[src/design/fault_alert_pkg.sv]
// Constants, register map and carrier types of the supervisor
package fault_alert_pkg;

  // System clock and low-frequency timebase
  localparam int CLK_HZ = 10_000_000;
  localparam int LF_CLK_HZ = 32_768;
  localparam int LF_DIV_CYC = CLK_HZ / LF_CLK_HZ;

  // Least times round up to whole ticks
  localparam int DEGLITCH_US = 125;
  localparam int OT_BLANK_US = 300;
  localparam int SETTLE_MS = 10;
  localparam int CHECK_PERIOD_S = 1;
  localparam int DEGLITCH_TICKS = (DEGLITCH_US * LF_CLK_HZ + 999_999) / 1_000_000;
  localparam int OT_BLANK_TICKS = (OT_BLANK_US * LF_CLK_HZ + 999_999) / 1_000_000;
  localparam int SETTLE_TICKS = (SETTLE_MS * LF_CLK_HZ + 999) / 1_000;
  localparam int CHECK_TICKS = CHECK_PERIOD_S * LF_CLK_HZ;

  // Slave addresses by select pin
  localparam logic [6:0] I2C_ADDR_LOW = 7'h3F;
  localparam logic [6:0] I2C_ADDR_HIGH = 7'h2A;

  // Register offsets
  localparam logic [7:0] OFS_DEVICE_INFORMATION = 8'h00;
  localparam logic [7:0] OFS_LATCHED_FAULT_FLAGS = 8'h01;
  localparam logic [7:0] OFS_SECONDARY_FLAGS = 8'h02;
  localparam logic [7:0] OFS_INTERRUPT_MASK = 8'h03;
  localparam logic [7:0] OFS_CONFIGURATION_A = 8'h04;
  localparam logic [7:0] OFS_CONFIGURATION_B = 8'h05;
  localparam logic [7:0] OFS_BLOCK_ENABLES_A = 8'h06;
  localparam logic [7:0] OFS_BLOCK_ENABLES_B = 8'h07;
  localparam logic [7:0] OFS_CONTROL_BITS = 8'h08;

  // Field positions
  localparam int BIT_FLAG_OVERTEMP = 0;
  localparam int BIT_FLAG_HOST_LDO = 1;
  localparam int BIT_CFGA_ALERT_ON_RX = 0;
  localparam int BIT_CFGA_LDO_FAULT_DIS = 1;
  localparam int BIT_ENB_HOST_REGULATOR = 0;
  localparam int BIT_ENB_OVERTEMP_MON = 1;
  localparam logic [1:0] GPIO_FUNC_ALERT = 2'h2;

  // Reset values
  localparam logic [7:0] RST_INTERRUPT_MASK = 8'h00;
  localparam logic [7:0] RST_CONFIGURATION_A = 8'h00;
  localparam logic [7:0] RST_CONFIGURATION_B = 8'h00;
  localparam logic [7:0] RST_BLOCK_ENABLES_A = 8'h00;
  localparam logic [7:0] RST_BLOCK_ENABLES_B = 8'h01;
  localparam logic [7:0] RST_CONTROL_BITS = 8'h00;

  // Register access from the serial port
  typedef struct packed {
    logic wr;
    logic rd;
    logic [7:0] addr;
    logic [7:0] wdata;
  } reg_req_t;

  typedef enum logic [1:0] {FS_NORMAL, FS_LDO_FAULT, FS_OVERTEMP} fault_state_t;

endpackage

[src/design/i2c_reg_slave.sv]
// Two-wire slave with auto-incrementing register pointer
module i2c_reg_slave
(
  input wire logic sys_clk_in,
  input wire logic rst_b_in,
  input wire logic scl_in,
  input wire logic sda_in,
  input wire logic [6:0] slave_addr_in,
  input wire logic [7:0] rdata_in,
  output fault_alert_pkg::reg_req_t req_out,
  output logic sda_oe_b_out
);
  import fault_alert_pkg::*;

  typedef enum logic [2:0] {S_IDLE, S_ADDR, S_ACK_ADDR, S_WR_BYTE, S_ACK_WR, S_RD_BYTE,
    S_ACK_RD} i2c_state_t;

  i2c_state_t state_reg;
  logic scl_d_reg;
  logic sda_d_reg;
  logic [7:0] shift_reg;
  logic [7:0] tx_reg;
  logic [7:0] ptr_reg;
  logic [3:0] cnt_reg;
  logic rw_reg;
  logic first_reg;
  logic nack_reg;
  logic start_det;
  logic stop_det;
  logic scl_rise;
  logic scl_fall;

  ////////////////////////////////////////////////////////////////////////////
  // Start, stop and clock edges on filtered lines
  always_ff @(posedge sys_clk_in)
  begin
    scl_d_reg <= scl_in;
    sda_d_reg <= sda_in;
  end

  assign start_det = scl_in && scl_d_reg && sda_d_reg && !sda_in;
  assign stop_det = scl_in && scl_d_reg && !sda_d_reg && sda_in;
  assign scl_rise = scl_in && !scl_d_reg;
  assign scl_fall = !scl_in && scl_d_reg;

  ////////////////////////////////////////////////////////////////////////////
  // Byte engine; pointer steps each data byte
  always_ff @(posedge sys_clk_in)
  begin
    if (!rst_b_in)
    begin
      state_reg <= S_IDLE;
      shift_reg <= 8'h00;
      tx_reg <= 8'h00;
      ptr_reg <= 8'h00;
      cnt_reg <= 4'h0;
      rw_reg <= 1'b0;
      first_reg <= 1'b0;
      nack_reg <= 1'b0;
    end
    else if (start_det)
    begin
      state_reg <= S_ADDR;
      cnt_reg <= 4'h0;
    end
    else if (stop_det)
      state_reg <= S_IDLE;
    else if (scl_rise)
    begin
      unique case (state_reg)
        S_ADDR, S_WR_BYTE:
        begin
          shift_reg <= {shift_reg[6:0], sda_in};
          cnt_reg <= cnt_reg + 4'h1;
        end
        S_RD_BYTE: cnt_reg <= cnt_reg + 4'h1;
        S_ACK_RD: nack_reg <= sda_in;
        S_IDLE, S_ACK_ADDR, S_ACK_WR: ;
      endcase
    end
    else if (scl_fall)
    begin
      unique case (state_reg)
        S_ADDR:
          if (cnt_reg == 4'h8)
          begin
            // Own address only
            state_reg <= (shift_reg[7:1] == slave_addr_in) ? S_ACK_ADDR : S_IDLE;
            rw_reg <= shift_reg[0];
          end
        S_ACK_ADDR:
        begin
          cnt_reg <= 4'h0;
          first_reg <= 1'b1;
          if (rw_reg)
          begin
            state_reg <= S_RD_BYTE;
            tx_reg <= rdata_in;
            ptr_reg <= ptr_reg + 8'h01;
          end
          else
            state_reg <= S_WR_BYTE;
        end
        S_WR_BYTE:
          if (cnt_reg == 4'h8)
          begin
            state_reg <= S_ACK_WR;
            first_reg <= 1'b0;
            ptr_reg <= first_reg ? shift_reg : ptr_reg + 8'h01;
          end
        S_ACK_WR:
        begin
          state_reg <= S_WR_BYTE;
          cnt_reg <= 4'h0;
        end
        S_RD_BYTE:
          if (cnt_reg == 4'h8)
            state_reg <= S_ACK_RD;
          else
            tx_reg <= {tx_reg[6:0], 1'b0};
        S_ACK_RD:
          if (nack_reg)
            state_reg <= S_IDLE; // Nack ends the read
          else
          begin
            state_reg <= S_RD_BYTE;
            tx_reg <= rdata_in;
            ptr_reg <= ptr_reg + 8'h01;
            cnt_reg <= 4'h0;
          end
        S_IDLE: ;
      endcase
    end
  end

  ////////////////////////////////////////////////////////////////////////////
  // Register strobes; a read marks the byte fetched
  always_comb
  begin
    req_out.addr = ptr_reg;
    req_out.wdata = shift_reg;
    req_out.wr = scl_fall && !start_det && !stop_det && state_reg == S_WR_BYTE
      && cnt_reg == 4'h8 && !first_reg;
    req_out.rd = scl_fall && !start_det && !stop_det
      && ((state_reg == S_ACK_ADDR && rw_reg) || (state_reg == S_ACK_RD && !nack_reg));
  end

  // Open drain: enable low pulls low
  assign sda_oe_b_out = !(state_reg == S_ACK_ADDR || state_reg == S_ACK_WR
    || (state_reg == S_RD_BYTE && !tx_reg[7]));

endmodule

[src/design/fault_alert_supervisor.sv]
// Fault flags, alert routing, fault states and register file
//
// Behaviour
// - Flags latch high on condition and stay
// - Mask bit gates each flag onto alert
// - Alert on general pin when select 0x2
// - Alert on receive pin when bit set
// - Flag read clears only cleared conditions
// - Power-good deglitched 125 us while regulator on
// - Latch regulator error after 10 ms settling
// - Error bit without disable enters regulator fault
// - Regulator fault: blocks off, regulator, monitor on
// - Each second exit if power-good high
// - Flag read with power-good high exits
// - Exit restores enables saved at entry
// - Overtemp in regulator fault, return after
// - Overtemp above 125 degrees, 300 us blanking
// - Overtemp turns everything off, sets error
// - Exit overtemp when below 110 degrees
// - Serial slave with auto-incrementing pointer
// - Address 0x3F low, 0x2A high select
module fault_alert_supervisor
#(
  parameter int LF_DIV = fault_alert_pkg::LF_DIV_CYC,
  parameter int SETTLE_TICKS = fault_alert_pkg::SETTLE_TICKS,
  parameter int CHECK_TICKS = fault_alert_pkg::CHECK_TICKS,
  parameter logic [7:0] DEVICE_INFO = 8'h5A // Arbitrary identification value
)
(
  input wire logic sys_clk_in,
  input wire logic rst_b_in,
  input wire logic scl_in,
  input wire logic sda_in,
  output logic sda_out,
  output logic sda_oe_b_out,
  input wire logic address_select_pin_in,
  input wire logic host_ldo_uv_ok_in,
  input wire logic die_above_125_in,
  input wire logic die_below_110_in,
  input wire logic [5:0] ext_fault_cond_in,
  output logic gpio_alert_out,
  output logic rx_pin_alert_out,
  output logic [7:0] block_enables_a_out,
  output logic [7:0] block_enables_b_out,
  output logic [2:0] host_ldo_vsel_out,
  output fault_alert_pkg::fault_state_t fault_state_out
);
  import fault_alert_pkg::*;

  if (LF_DIV < 2 || LF_DIV > 65535 || SETTLE_TICKS < 1 || SETTLE_TICKS > 65535
      || CHECK_TICKS < 1 || CHECK_TICKS > 65535)
  begin : g_param_check
    $error("fault_alert_supervisor: timing parameter out of range");
  end

  localparam logic [15:0] LF_DIV_L = 16'(LF_DIV - 1);
  localparam logic [15:0] SETTLE_L = 16'(SETTLE_TICKS);
  localparam logic [15:0] CHECK_L = 16'(CHECK_TICKS - 1);
  localparam logic [15:0] DEGLITCH_L = 16'(DEGLITCH_TICKS);
  localparam logic [15:0] BLANK_L = 16'(OT_BLANK_TICKS);

  // Synchroniser bank pin index
  localparam int PIN_SCL = 0;
  localparam int PIN_SDA = 1;
  localparam int PIN_ASEL = 2;
  localparam int PIN_PG = 3;
  localparam int PIN_HOT = 4;
  localparam int PIN_COOL = 5;

  logic [5:0] sync1_reg;
  logic [5:0] sync2_reg;
  logic [5:0] sync3_reg;
  logic [5:0] pin_reg;
  logic [15:0] div_reg;
  logic lf_tick;
  reg_req_t req;
  logic [7:0] rdata;
  logic [7:0] flags_reg;
  logic [7:0] flags_next;
  logic [7:0] flag_set;
  logic [7:0] flag_cond;
  logic [7:0] mask_reg;
  logic [7:0] cfg_a_reg;
  logic [7:0] cfg_b_reg;
  logic [7:0] en_a_reg;
  logic [7:0] en_b_reg;
  logic [7:0] ctrl_reg;
  logic [7:0] saved_a_reg;
  logic [7:0] saved_b_reg;
  fault_state_t state_reg;
  logic from_ldo_reg;
  logic [15:0] dg_cnt_reg;
  logic pg_reg;
  logic [15:0] settle_cnt_reg;
  logic [15:0] blank_cnt_reg;
  logic [15:0] sec_cnt_reg;
  logic sec_tick;
  logic reg_on;
  logic mon_on;
  logic mon_on_d_reg;
  logic reg_on_d_reg;
  logic flags_read;
  logic alert;
  logic ldo_exit;
  logic ot_exit;

  ////////////////////////////////////////////////////////////////////////////
  // Pin synchronisers; a change counts once stages two and three agree
  always_ff @(posedge sys_clk_in)
  begin
    if (!rst_b_in)
    begin
      sync1_reg <= 6'h23;
      sync2_reg <= 6'h23;
      sync3_reg <= 6'h23;
      pin_reg <= 6'h23;
    end
    else
    begin
      sync1_reg <= {die_below_110_in, die_above_125_in, host_ldo_uv_ok_in,
        address_select_pin_in, sda_in, scl_in};
      sync2_reg <= sync1_reg;
      sync3_reg <= sync2_reg;
      for (int i = 0; i < 6; i++)
        if (sync2_reg[i] == sync3_reg[i])
          pin_reg[i] <= sync3_reg[i];
    end
  end

  ////////////////////////////////////////////////////////////////////////////
  // Low-frequency tick as one-cycle enable
  always_ff @(posedge sys_clk_in)
  begin
    if (!rst_b_in)
      div_reg <= 16'h0000;
    else if (div_reg == LF_DIV_L)
      div_reg <= 16'h0000;
    else
      div_reg <= div_reg + 16'h0001;
  end

  assign lf_tick = (div_reg == LF_DIV_L);

  ////////////////////////////////////////////////////////////////////////////
  // Register port, address from select pin
  i2c_reg_slave u_slave
  (
    .sys_clk_in(sys_clk_in),
    .rst_b_in(rst_b_in),
    .scl_in(pin_reg[PIN_SCL]),
    .sda_in(pin_reg[PIN_SDA]),
    .slave_addr_in(pin_reg[PIN_ASEL] ? I2C_ADDR_HIGH : I2C_ADDR_LOW),
    .rdata_in(rdata),
    .req_out(req),
    .sda_oe_b_out(sda_oe_b_out)
  );

  assign sda_out = 1'b0;
  assign flags_read = req.rd && req.addr == OFS_LATCHED_FAULT_FLAGS;

  ////////////////////////////////////////////////////////////////////////////
  // Effective enables; fault states override programmed ones
  always_comb
  begin
    unique case (state_reg)
      FS_NORMAL:
      begin
        block_enables_a_out = en_a_reg;
        block_enables_b_out = en_b_reg;
      end
      FS_LDO_FAULT:
      begin
        // Amplifiers and drivers off, regulator kept, monitor forced
        block_enables_a_out = 8'h00;
        block_enables_b_out = 8'h00;
        block_enables_b_out[BIT_ENB_HOST_REGULATOR] = 1'b1;
        block_enables_b_out[BIT_ENB_OVERTEMP_MON] = 1'b1;
      end
      FS_OVERTEMP:
      begin
        block_enables_a_out = 8'h00;
        block_enables_b_out = 8'h00;
      end
    endcase
  end

  assign reg_on = block_enables_b_out[BIT_ENB_HOST_REGULATOR];
  assign mon_on = block_enables_b_out[BIT_ENB_OVERTEMP_MON];
  assign host_ldo_vsel_out = ctrl_reg[2:0];
  assign fault_state_out = state_reg;

  ////////////////////////////////////////////////////////////////////////////
  // Power-good deglitch; a level must hold the filter time
  always_ff @(posedge sys_clk_in)
  begin
    if (!rst_b_in)
    begin
      dg_cnt_reg <= 16'h0000;
      pg_reg <= 1'b0;
    end
    else if (!reg_on)
    begin
      dg_cnt_reg <= 16'h0000; // Monitor runs only with regulator on
      pg_reg <= 1'b0;
    end
    else if (pin_reg[PIN_PG] == pg_reg)
      dg_cnt_reg <= 16'h0000;
    else if (lf_tick)
    begin
      if (dg_cnt_reg + 16'h0001 >= DEGLITCH_L)
      begin
        pg_reg <= pin_reg[PIN_PG];
        dg_cnt_reg <= 16'h0000;
      end
      else
        dg_cnt_reg <= dg_cnt_reg + 16'h0001;
    end
  end

  ////////////////////////////////////////////////////////////////////////////
  // Settling after enable or voltage change
  always_ff @(posedge sys_clk_in)
  begin
    if (!rst_b_in)
    begin
      settle_cnt_reg <= 16'h0000;
      reg_on_d_reg <= 1'b0;
    end
    else
    begin
      reg_on_d_reg <= reg_on;
      if (!reg_on || !reg_on_d_reg || (req.wr && req.addr == OFS_CONTROL_BITS
          && req.wdata[2:0] != ctrl_reg[2:0]))
        settle_cnt_reg <= 16'h0000;
      else if (lf_tick && settle_cnt_reg <= SETTLE_L)
        settle_cnt_reg <= settle_cnt_reg + 16'h0001; // Strictly more than the window
    end
  end

  ////////////////////////////////////////////////////////////////////////////
  // Overtemp blanking after monitor turn-on
  always_ff @(posedge sys_clk_in)
  begin
    if (!rst_b_in)
    begin
      blank_cnt_reg <= 16'h0000;
      mon_on_d_reg <= 1'b0;
    end
    else
    begin
      mon_on_d_reg <= mon_on;
      if (!mon_on || !mon_on_d_reg)
        blank_cnt_reg <= 16'h0000;
      else if (lf_tick && blank_cnt_reg < BLANK_L)
        blank_cnt_reg <= blank_cnt_reg + 16'h0001;
    end
  end

  ////////////////////////////////////////////////////////////////////////////
  // Once-per-second tick, only inside a fault state
  always_ff @(posedge sys_clk_in)
  begin
    if (!rst_b_in || state_reg == FS_NORMAL)
      sec_cnt_reg <= 16'h0000;
    else if (lf_tick)
      sec_cnt_reg <= (sec_cnt_reg == CHECK_L) ? 16'h0000 : sec_cnt_reg + 16'h0001;
  end

  assign sec_tick = lf_tick && sec_cnt_reg == CHECK_L;

  ////////////////////////////////////////////////////////////////////////////
  // Flag set and still-present causes
  always_comb
  begin
    flag_set = {ext_fault_cond_in, 2'b00};
    flag_cond = {ext_fault_cond_in, 2'b00};
    flag_set[BIT_FLAG_OVERTEMP] = mon_on && blank_cnt_reg >= BLANK_L
      && pin_reg[PIN_HOT];
    flag_cond[BIT_FLAG_OVERTEMP] = !pin_reg[PIN_COOL];
    flag_set[BIT_FLAG_HOST_LDO] = reg_on && !pg_reg && settle_cnt_reg > SETTLE_L;
    flag_cond[BIT_FLAG_HOST_LDO] = !pg_reg;
  end

  // Read clears only flags whose cause is gone; a set wins
  assign flags_next = (flags_reg & ~(flags_read ? ~flag_cond : 8'h00)) | flag_set;

  always_ff @(posedge sys_clk_in)
  begin
    if (!rst_b_in)
      flags_reg <= 8'h00;
    else
      flags_reg <= flags_next;
  end

  ////////////////////////////////////////////////////////////////////////////
  // Masked flags onto selected pins
  assign alert = |(flags_reg & mask_reg);

  always_ff @(posedge sys_clk_in)
  begin
    if (!rst_b_in)
    begin
      gpio_alert_out <= 1'b0;
      rx_pin_alert_out <= 1'b0;
    end
    else
    begin
      gpio_alert_out <= alert && cfg_b_reg[1:0] == GPIO_FUNC_ALERT;
      rx_pin_alert_out <= alert && cfg_a_reg[BIT_CFGA_ALERT_ON_RX];
    end
  end

  ////////////////////////////////////////////////////////////////////////////
  // Fault state machine
  assign ldo_exit = pg_reg && (sec_tick || flags_read);
  assign ot_exit = pin_reg[PIN_COOL] && (sec_tick || flags_read);

  always_ff @(posedge sys_clk_in)
  begin
    if (!rst_b_in)
    begin
      state_reg <= FS_NORMAL;
      from_ldo_reg <= 1'b0;
      saved_a_reg <= 8'h00;
      saved_b_reg <= 8'h00;
    end
    else
    begin
      unique case (state_reg)
        FS_NORMAL:
          if (flag_set[BIT_FLAG_OVERTEMP])
          begin
            state_reg <= FS_OVERTEMP;
            from_ldo_reg <= 1'b0;
            saved_a_reg <= en_a_reg;
            saved_b_reg <= en_b_reg;
          end
          else if (flags_next[BIT_FLAG_HOST_LDO] && !flags_reg[BIT_FLAG_HOST_LDO]
              && !cfg_a_reg[BIT_CFGA_LDO_FAULT_DIS])
          begin
            // Error's rising edge, so a sticky bit cannot re-trap
            state_reg <= FS_LDO_FAULT;
            saved_a_reg <= en_a_reg;
            saved_b_reg <= en_b_reg;
          end
        FS_LDO_FAULT:
          if (flag_set[BIT_FLAG_OVERTEMP])
          begin
            state_reg <= FS_OVERTEMP;
            from_ldo_reg <= 1'b1;
          end
          else if (ldo_exit)
            state_reg <= FS_NORMAL;
        FS_OVERTEMP:
          if (ot_exit)
            state_reg <= from_ldo_reg ? FS_LDO_FAULT : FS_NORMAL;
      endcase
    end
  end

  ////////////////////////////////////////////////////////////////////////////
  // Writable registers; unmapped offsets are ignored
  always_ff @(posedge sys_clk_in)
  begin
    if (!rst_b_in)
    begin
      mask_reg <= RST_INTERRUPT_MASK;
      cfg_a_reg <= RST_CONFIGURATION_A;
      cfg_b_reg <= RST_CONFIGURATION_B;
      en_a_reg <= RST_BLOCK_ENABLES_A;
      en_b_reg <= RST_BLOCK_ENABLES_B;
      ctrl_reg <= RST_CONTROL_BITS;
    end
    else if ((state_reg == FS_LDO_FAULT && ldo_exit
        && !flag_set[BIT_FLAG_OVERTEMP]) || (state_reg == FS_OVERTEMP && ot_exit
        && !from_ldo_reg))
    begin
      en_a_reg <= saved_a_reg;
      en_b_reg <= saved_b_reg;
    end
    else if (req.wr)
    begin
      unique case (req.addr)
        OFS_INTERRUPT_MASK: mask_reg <= req.wdata;
        OFS_CONFIGURATION_A: cfg_a_reg <= req.wdata;
        OFS_CONFIGURATION_B: cfg_b_reg <= req.wdata;
        OFS_BLOCK_ENABLES_A: en_a_reg <= req.wdata;
        OFS_BLOCK_ENABLES_B: en_b_reg <= req.wdata;
        OFS_CONTROL_BITS: ctrl_reg <= req.wdata;
        default: ;
      endcase
    end
  end

  ////////////////////////////////////////////////////////////////////////////
  // Read mux; unmapped offsets read as zero
  always_comb
  begin
    unique case (req.addr)
      OFS_DEVICE_INFORMATION: rdata = DEVICE_INFO;
      OFS_LATCHED_FAULT_FLAGS: rdata = flags_reg;
      OFS_SECONDARY_FLAGS: rdata = {4'h0, !pin_reg[PIN_COOL], state_reg == FS_OVERTEMP,
        state_reg == FS_LDO_FAULT, pg_reg};
      OFS_INTERRUPT_MASK: rdata = mask_reg;
      OFS_CONFIGURATION_A: rdata = cfg_a_reg;
      OFS_CONFIGURATION_B: rdata = cfg_b_reg;
      OFS_BLOCK_ENABLES_A: rdata = en_a_reg;
      OFS_BLOCK_ENABLES_B: rdata = en_b_reg;
      OFS_CONTROL_BITS: rdata = ctrl_reg;
      default: rdata = 8'h00;
    endcase
  end

endmodule

[config.mk]
export PLATFORM = sky130hd
export DESIGN_NAME = fault_alert_supervisor
export DESIGN_NICKNAME = d
export VERILOG_FILES = /design/src/design/fault_alert_pkg.sv /design/src/design/i2c_reg_slave.sv /design/src/design/fault_alert_supervisor.sv
export SDC_FILE = /design/constraint.sdc
export NUM_CORES = 1
export LEC_CHECK = 0
export BUFFER_PORTS_ARGS = -buffer_cell sky130_fd_sc_hd__buf_2
export CAP_MARGIN = 20
export CORE_ASPECT_RATIO = 0.7
export CORE_MARGIN = 1
export CORE_UTILIZATION = 60
export CTS_BUF_LIST = sky130_fd_sc_hd__clkbuf_8
export DETAILED_ROUTE_END_ITERATION = 10
export GPL_ROUTABILITY_DRIVEN = 0
export GPL_TIMING_DRIVEN = 0
export PLACE_DENSITY = 0.78
export REMOVE_ABC_BUFFERS = 1
export SYNTH_ARGS = -nofsm -noshare
export SYNTH_HDL_FRONTEND = slang
export SYNTH_SLANG_ARGS = --single-unit
[constraint.sdc]
create_clock -name sys_clk_in -period 2.9 [get_ports sys_clk_in]
set_clock_uncertainty 0.1 [all_clocks]
set_input_delay 0.435 -clock sys_clk_in [delete_from_list [all_inputs] [get_ports sys_clk_in]]
set_output_delay 0.435 -clock sys_clk_in [all_outputs]
set_load 0.005 [all_outputs]
==> results_dict.tcl <==
set metrics [dict create \
    synth_commonest_cells "220 x dfxtp_1, 111 x nand2_1, 110 x nor2_1" \
    dr_total_vias 8397 \
    post-synth-top-count-cell "dfxtp_1" \
    grt_max_degree 104 \
    dieHeight_um 111.4 \
    power_leakage_uw 0.004359 \
    num_rows 39 \
    cts-htree-levels 2 \
    synth_area_leaders "dfxtp_1 43%, mux2i_1 6.0%, nand2_1 4.1%" \
    combPwrFrac_pct 1.7 \
    cts_tree "yes" \
    max_freq_ghz 0.3623 \
    wire_per_inst_um 16.34 \
    synth_edf_count 0 \
    global_route.usage.met3_pct 6.033 \
    area_delta_synth_final_pct 9.846 \
    critPathLaunch "u_slave.ptr_reg[5]" \
    seq_area_frac_synth_pct 42.90 \
    synth.top_cell.area_share_pct 42.90 \
    critPathBufInv 1 \
    synthCells 1170 \
    synthFlopType "dfxtp_1" \
    post-route-period-util_pct 95.18 \
    start_util_pct 62.07 \
    ys_types 84 \
    ys_ff_latch 220 \
    powerDensity_nw_per_um2 503.9 \
    power.internal_uw 4434 \
    syn_area_um2 10270 \
    drive_gt1_share_pct 11.99 \
    critPathLaunchType "flip-flop" \
    cp.arrival_ns 3.09 \
    antenna_cells 0 \
    drt_iter0_drc 756 \
    max-slew-margin-rel_pct 39.39 \
    firstDrtPassIters 7 \
    portBuffers 37 \
    cts_buffer_depth 3 \
    cts_made_buffers 35 \
    netSwitchingPower_uw 1249 \
    grtUsageTotal_pct 26.82 \
    grt_pass1_wl_mm 38.32 \
    ios 39 \
    insertion_delay_ns 0.51 \
    end_kind "flip-flop" \
    crit_type "flip-flop to flip-flop" \
    maxCapViolations 0 \
    final-setup-viol-count 0 \
    min_from "die_below_110_in" \
    critPathRequiredTime_ns 3.23 \
    dpl_worst_slack_ns -0.5405 \
    ir_drop_mv 0.3464 \
    ant_nets 0 \
    grt.busiest_layer "met1" \
    final_util_pct 68.18 \
    seq_power_share_pct 53.9 \
    final_max_slew_viol_count 0 \
    dpl.hpwl_mm 15.21 \
    crit_chain "nor4_1 > nand4_1 > a22o_4 > buf_12 > nand3_2 > mux2i_1" \
    final.setup.worst_slack_ns 0.1398 \
    yosys.area.top_type "dfxtp_1" \
    nets 1218 \
    synth_area_per_cell_um2 8.776 \
    use_met1_pct 40.24 \
    routed_wl_mm 23.31 \
    run_status "finished, final reports clean" \
    antenna_found_initial 0 \
    switching_share_pct 21.98 \
    numClockSinks 220 \
    timing.rr.start "u_slave.ptr_reg[5]" \
    yosys_warnings 0 \
    core_um2 16540 \
    power_frac_clock_pct 44.4 \
    cts_root_buf "clkbuf_8" \
    hold_viol 0 \
    drcViolationCount 0 \
    period_minus_slack_ns 2.760 \
    overflow 0 \
    grt_pass1_vias 7647 \
    clk_pin_slew_ns 0.07 \
    routed_via_density 5.888 \
    grtUsageMet2_pct 37.87 \
    synth_async_sr_flop_share_pct 0 \
    critPathTopFamily "simple AND/OR/NAND/NOR gates" \
    slowest_stage "nor4_1" \
    worst_pin_slew_ns 0.9031 \
    die_area_um2 17650 \
    hp-class "input port to flip-flop" \
    die_x_um 158.4 \
    crit_fanout 32 \
    critPathMaxStageDelay_ns 0.73 \
]
## power groups by stage
stage / registers (uW) / clock network (uW) / logic, uW
6_report: 3060 / 2520 / 96.8
5_1_grt: 3060 / 2730 / 107
4_1_cts: 3060 / 2570 / 96.2
3_5_place_dp: 3130 / 0 / 94.3
3_3_place_gp: 3130 / 0 / 85.1
2_1_floorplan: 3120 / 0 / 45.0
## cells by family after synthesis
| group | Yosys count | synth area share, % |
|---|---|---|
| buf+inv | 102 | 4.277 |
| xor+xnor | 36 | 3.071 |
| mux | 66 | 6.483 |
| fa+ha+maj | 24 | 2.925 |
| flops | 220 | 42.90 |
| compound gates | 234 | 15.39 |
| other cells | 1 | 0.03652 |
| simple gates | 487 | 24.92 |
## placed cells by master, fill, tap and decap left out, types with 4 or more instances in the layout
cell type	count
ha_1	21
nor3_1	28
nand3_1	50
and2_1	54
clkinv_2	5
nand3b_1	9
buf_2	36
o21ai_0	64
mux2i_1	62
nor2_1	110
buf_12	4
a211oi_1	9
a22oi_1	12
a32oi_1	4
a222oi_1	9
nand2_1	111
or3b_2	4
dfxtp_1	219
a21oi_1	75
a211oi_2	15
inv_1	38
nand4_1	14
xor2_1	17
mux2_2	4
clkbuf_8	44
nor4_1	9
nor3b_1	4
or3_1	9
and3_1	15
o21a_1	4
xnor2_1	19
nand2b_1	16
nor2b_1	22
## through the flow
stage | TNS, ns | std cells | instance area, um^2 | hold slack (ns) | total power, uW
detailed placement | -20.62 | 1362 | 10480 | 0.2924 | 3224
finish | 0 | 1426 | 11280 | 0.01893 | 5683
global placement | -141.12 | 1359 | 10400 | 0.2908 | 3214
CTS | 0 | 1422 | 11200 | 0.001380 | 5732
floorplan | -19.55 | 1097 | 9937 | 0.2863 | 3168
global route | -0.5394 | 1426 | 11280 | 0.002496 | 5902
## path summary, 6_finish.rpt
check	cells past startpoint	slack, ns	endpoint
max reg2reg	6	0.14	cfg_a_reg[5]
min	2	0.02	sync1_reg[5]
max	6	0.14	cfg_a_reg[5]
min reg2reg	1	0.31	sync2_reg[1]
## final cells by class
class | instances | area (um^2)
inverters | 29 | 110.1
clock buffers | 44 | 605.6
flip-flops and latches | 220 | 4405
repair buffers | 46 | 347.8
fillers | 1297 | 5264
well taps | 225 | 281.5
multi-input cells | 848 | 5470
clock inverters | 14 | 57.56
## metal layers
layer	vias to the layer above	wire, um
met3	44	1883
met5	-	0
met2	292	9685
li1	4141	-
met4	0	469
met1	3920	11270
## repair_timing
item / in CTS / in global routing
setup buffers: 1 / 3
resized for setup: 6 / 4
hold buffers: 1 / 0
setup endpoints to repair: 65 / 57
pin swaps: 1 / 2
hold endpoints to repair: 1 / 0
cloned: 0 / 0
(Power assumes the default switching activity.)
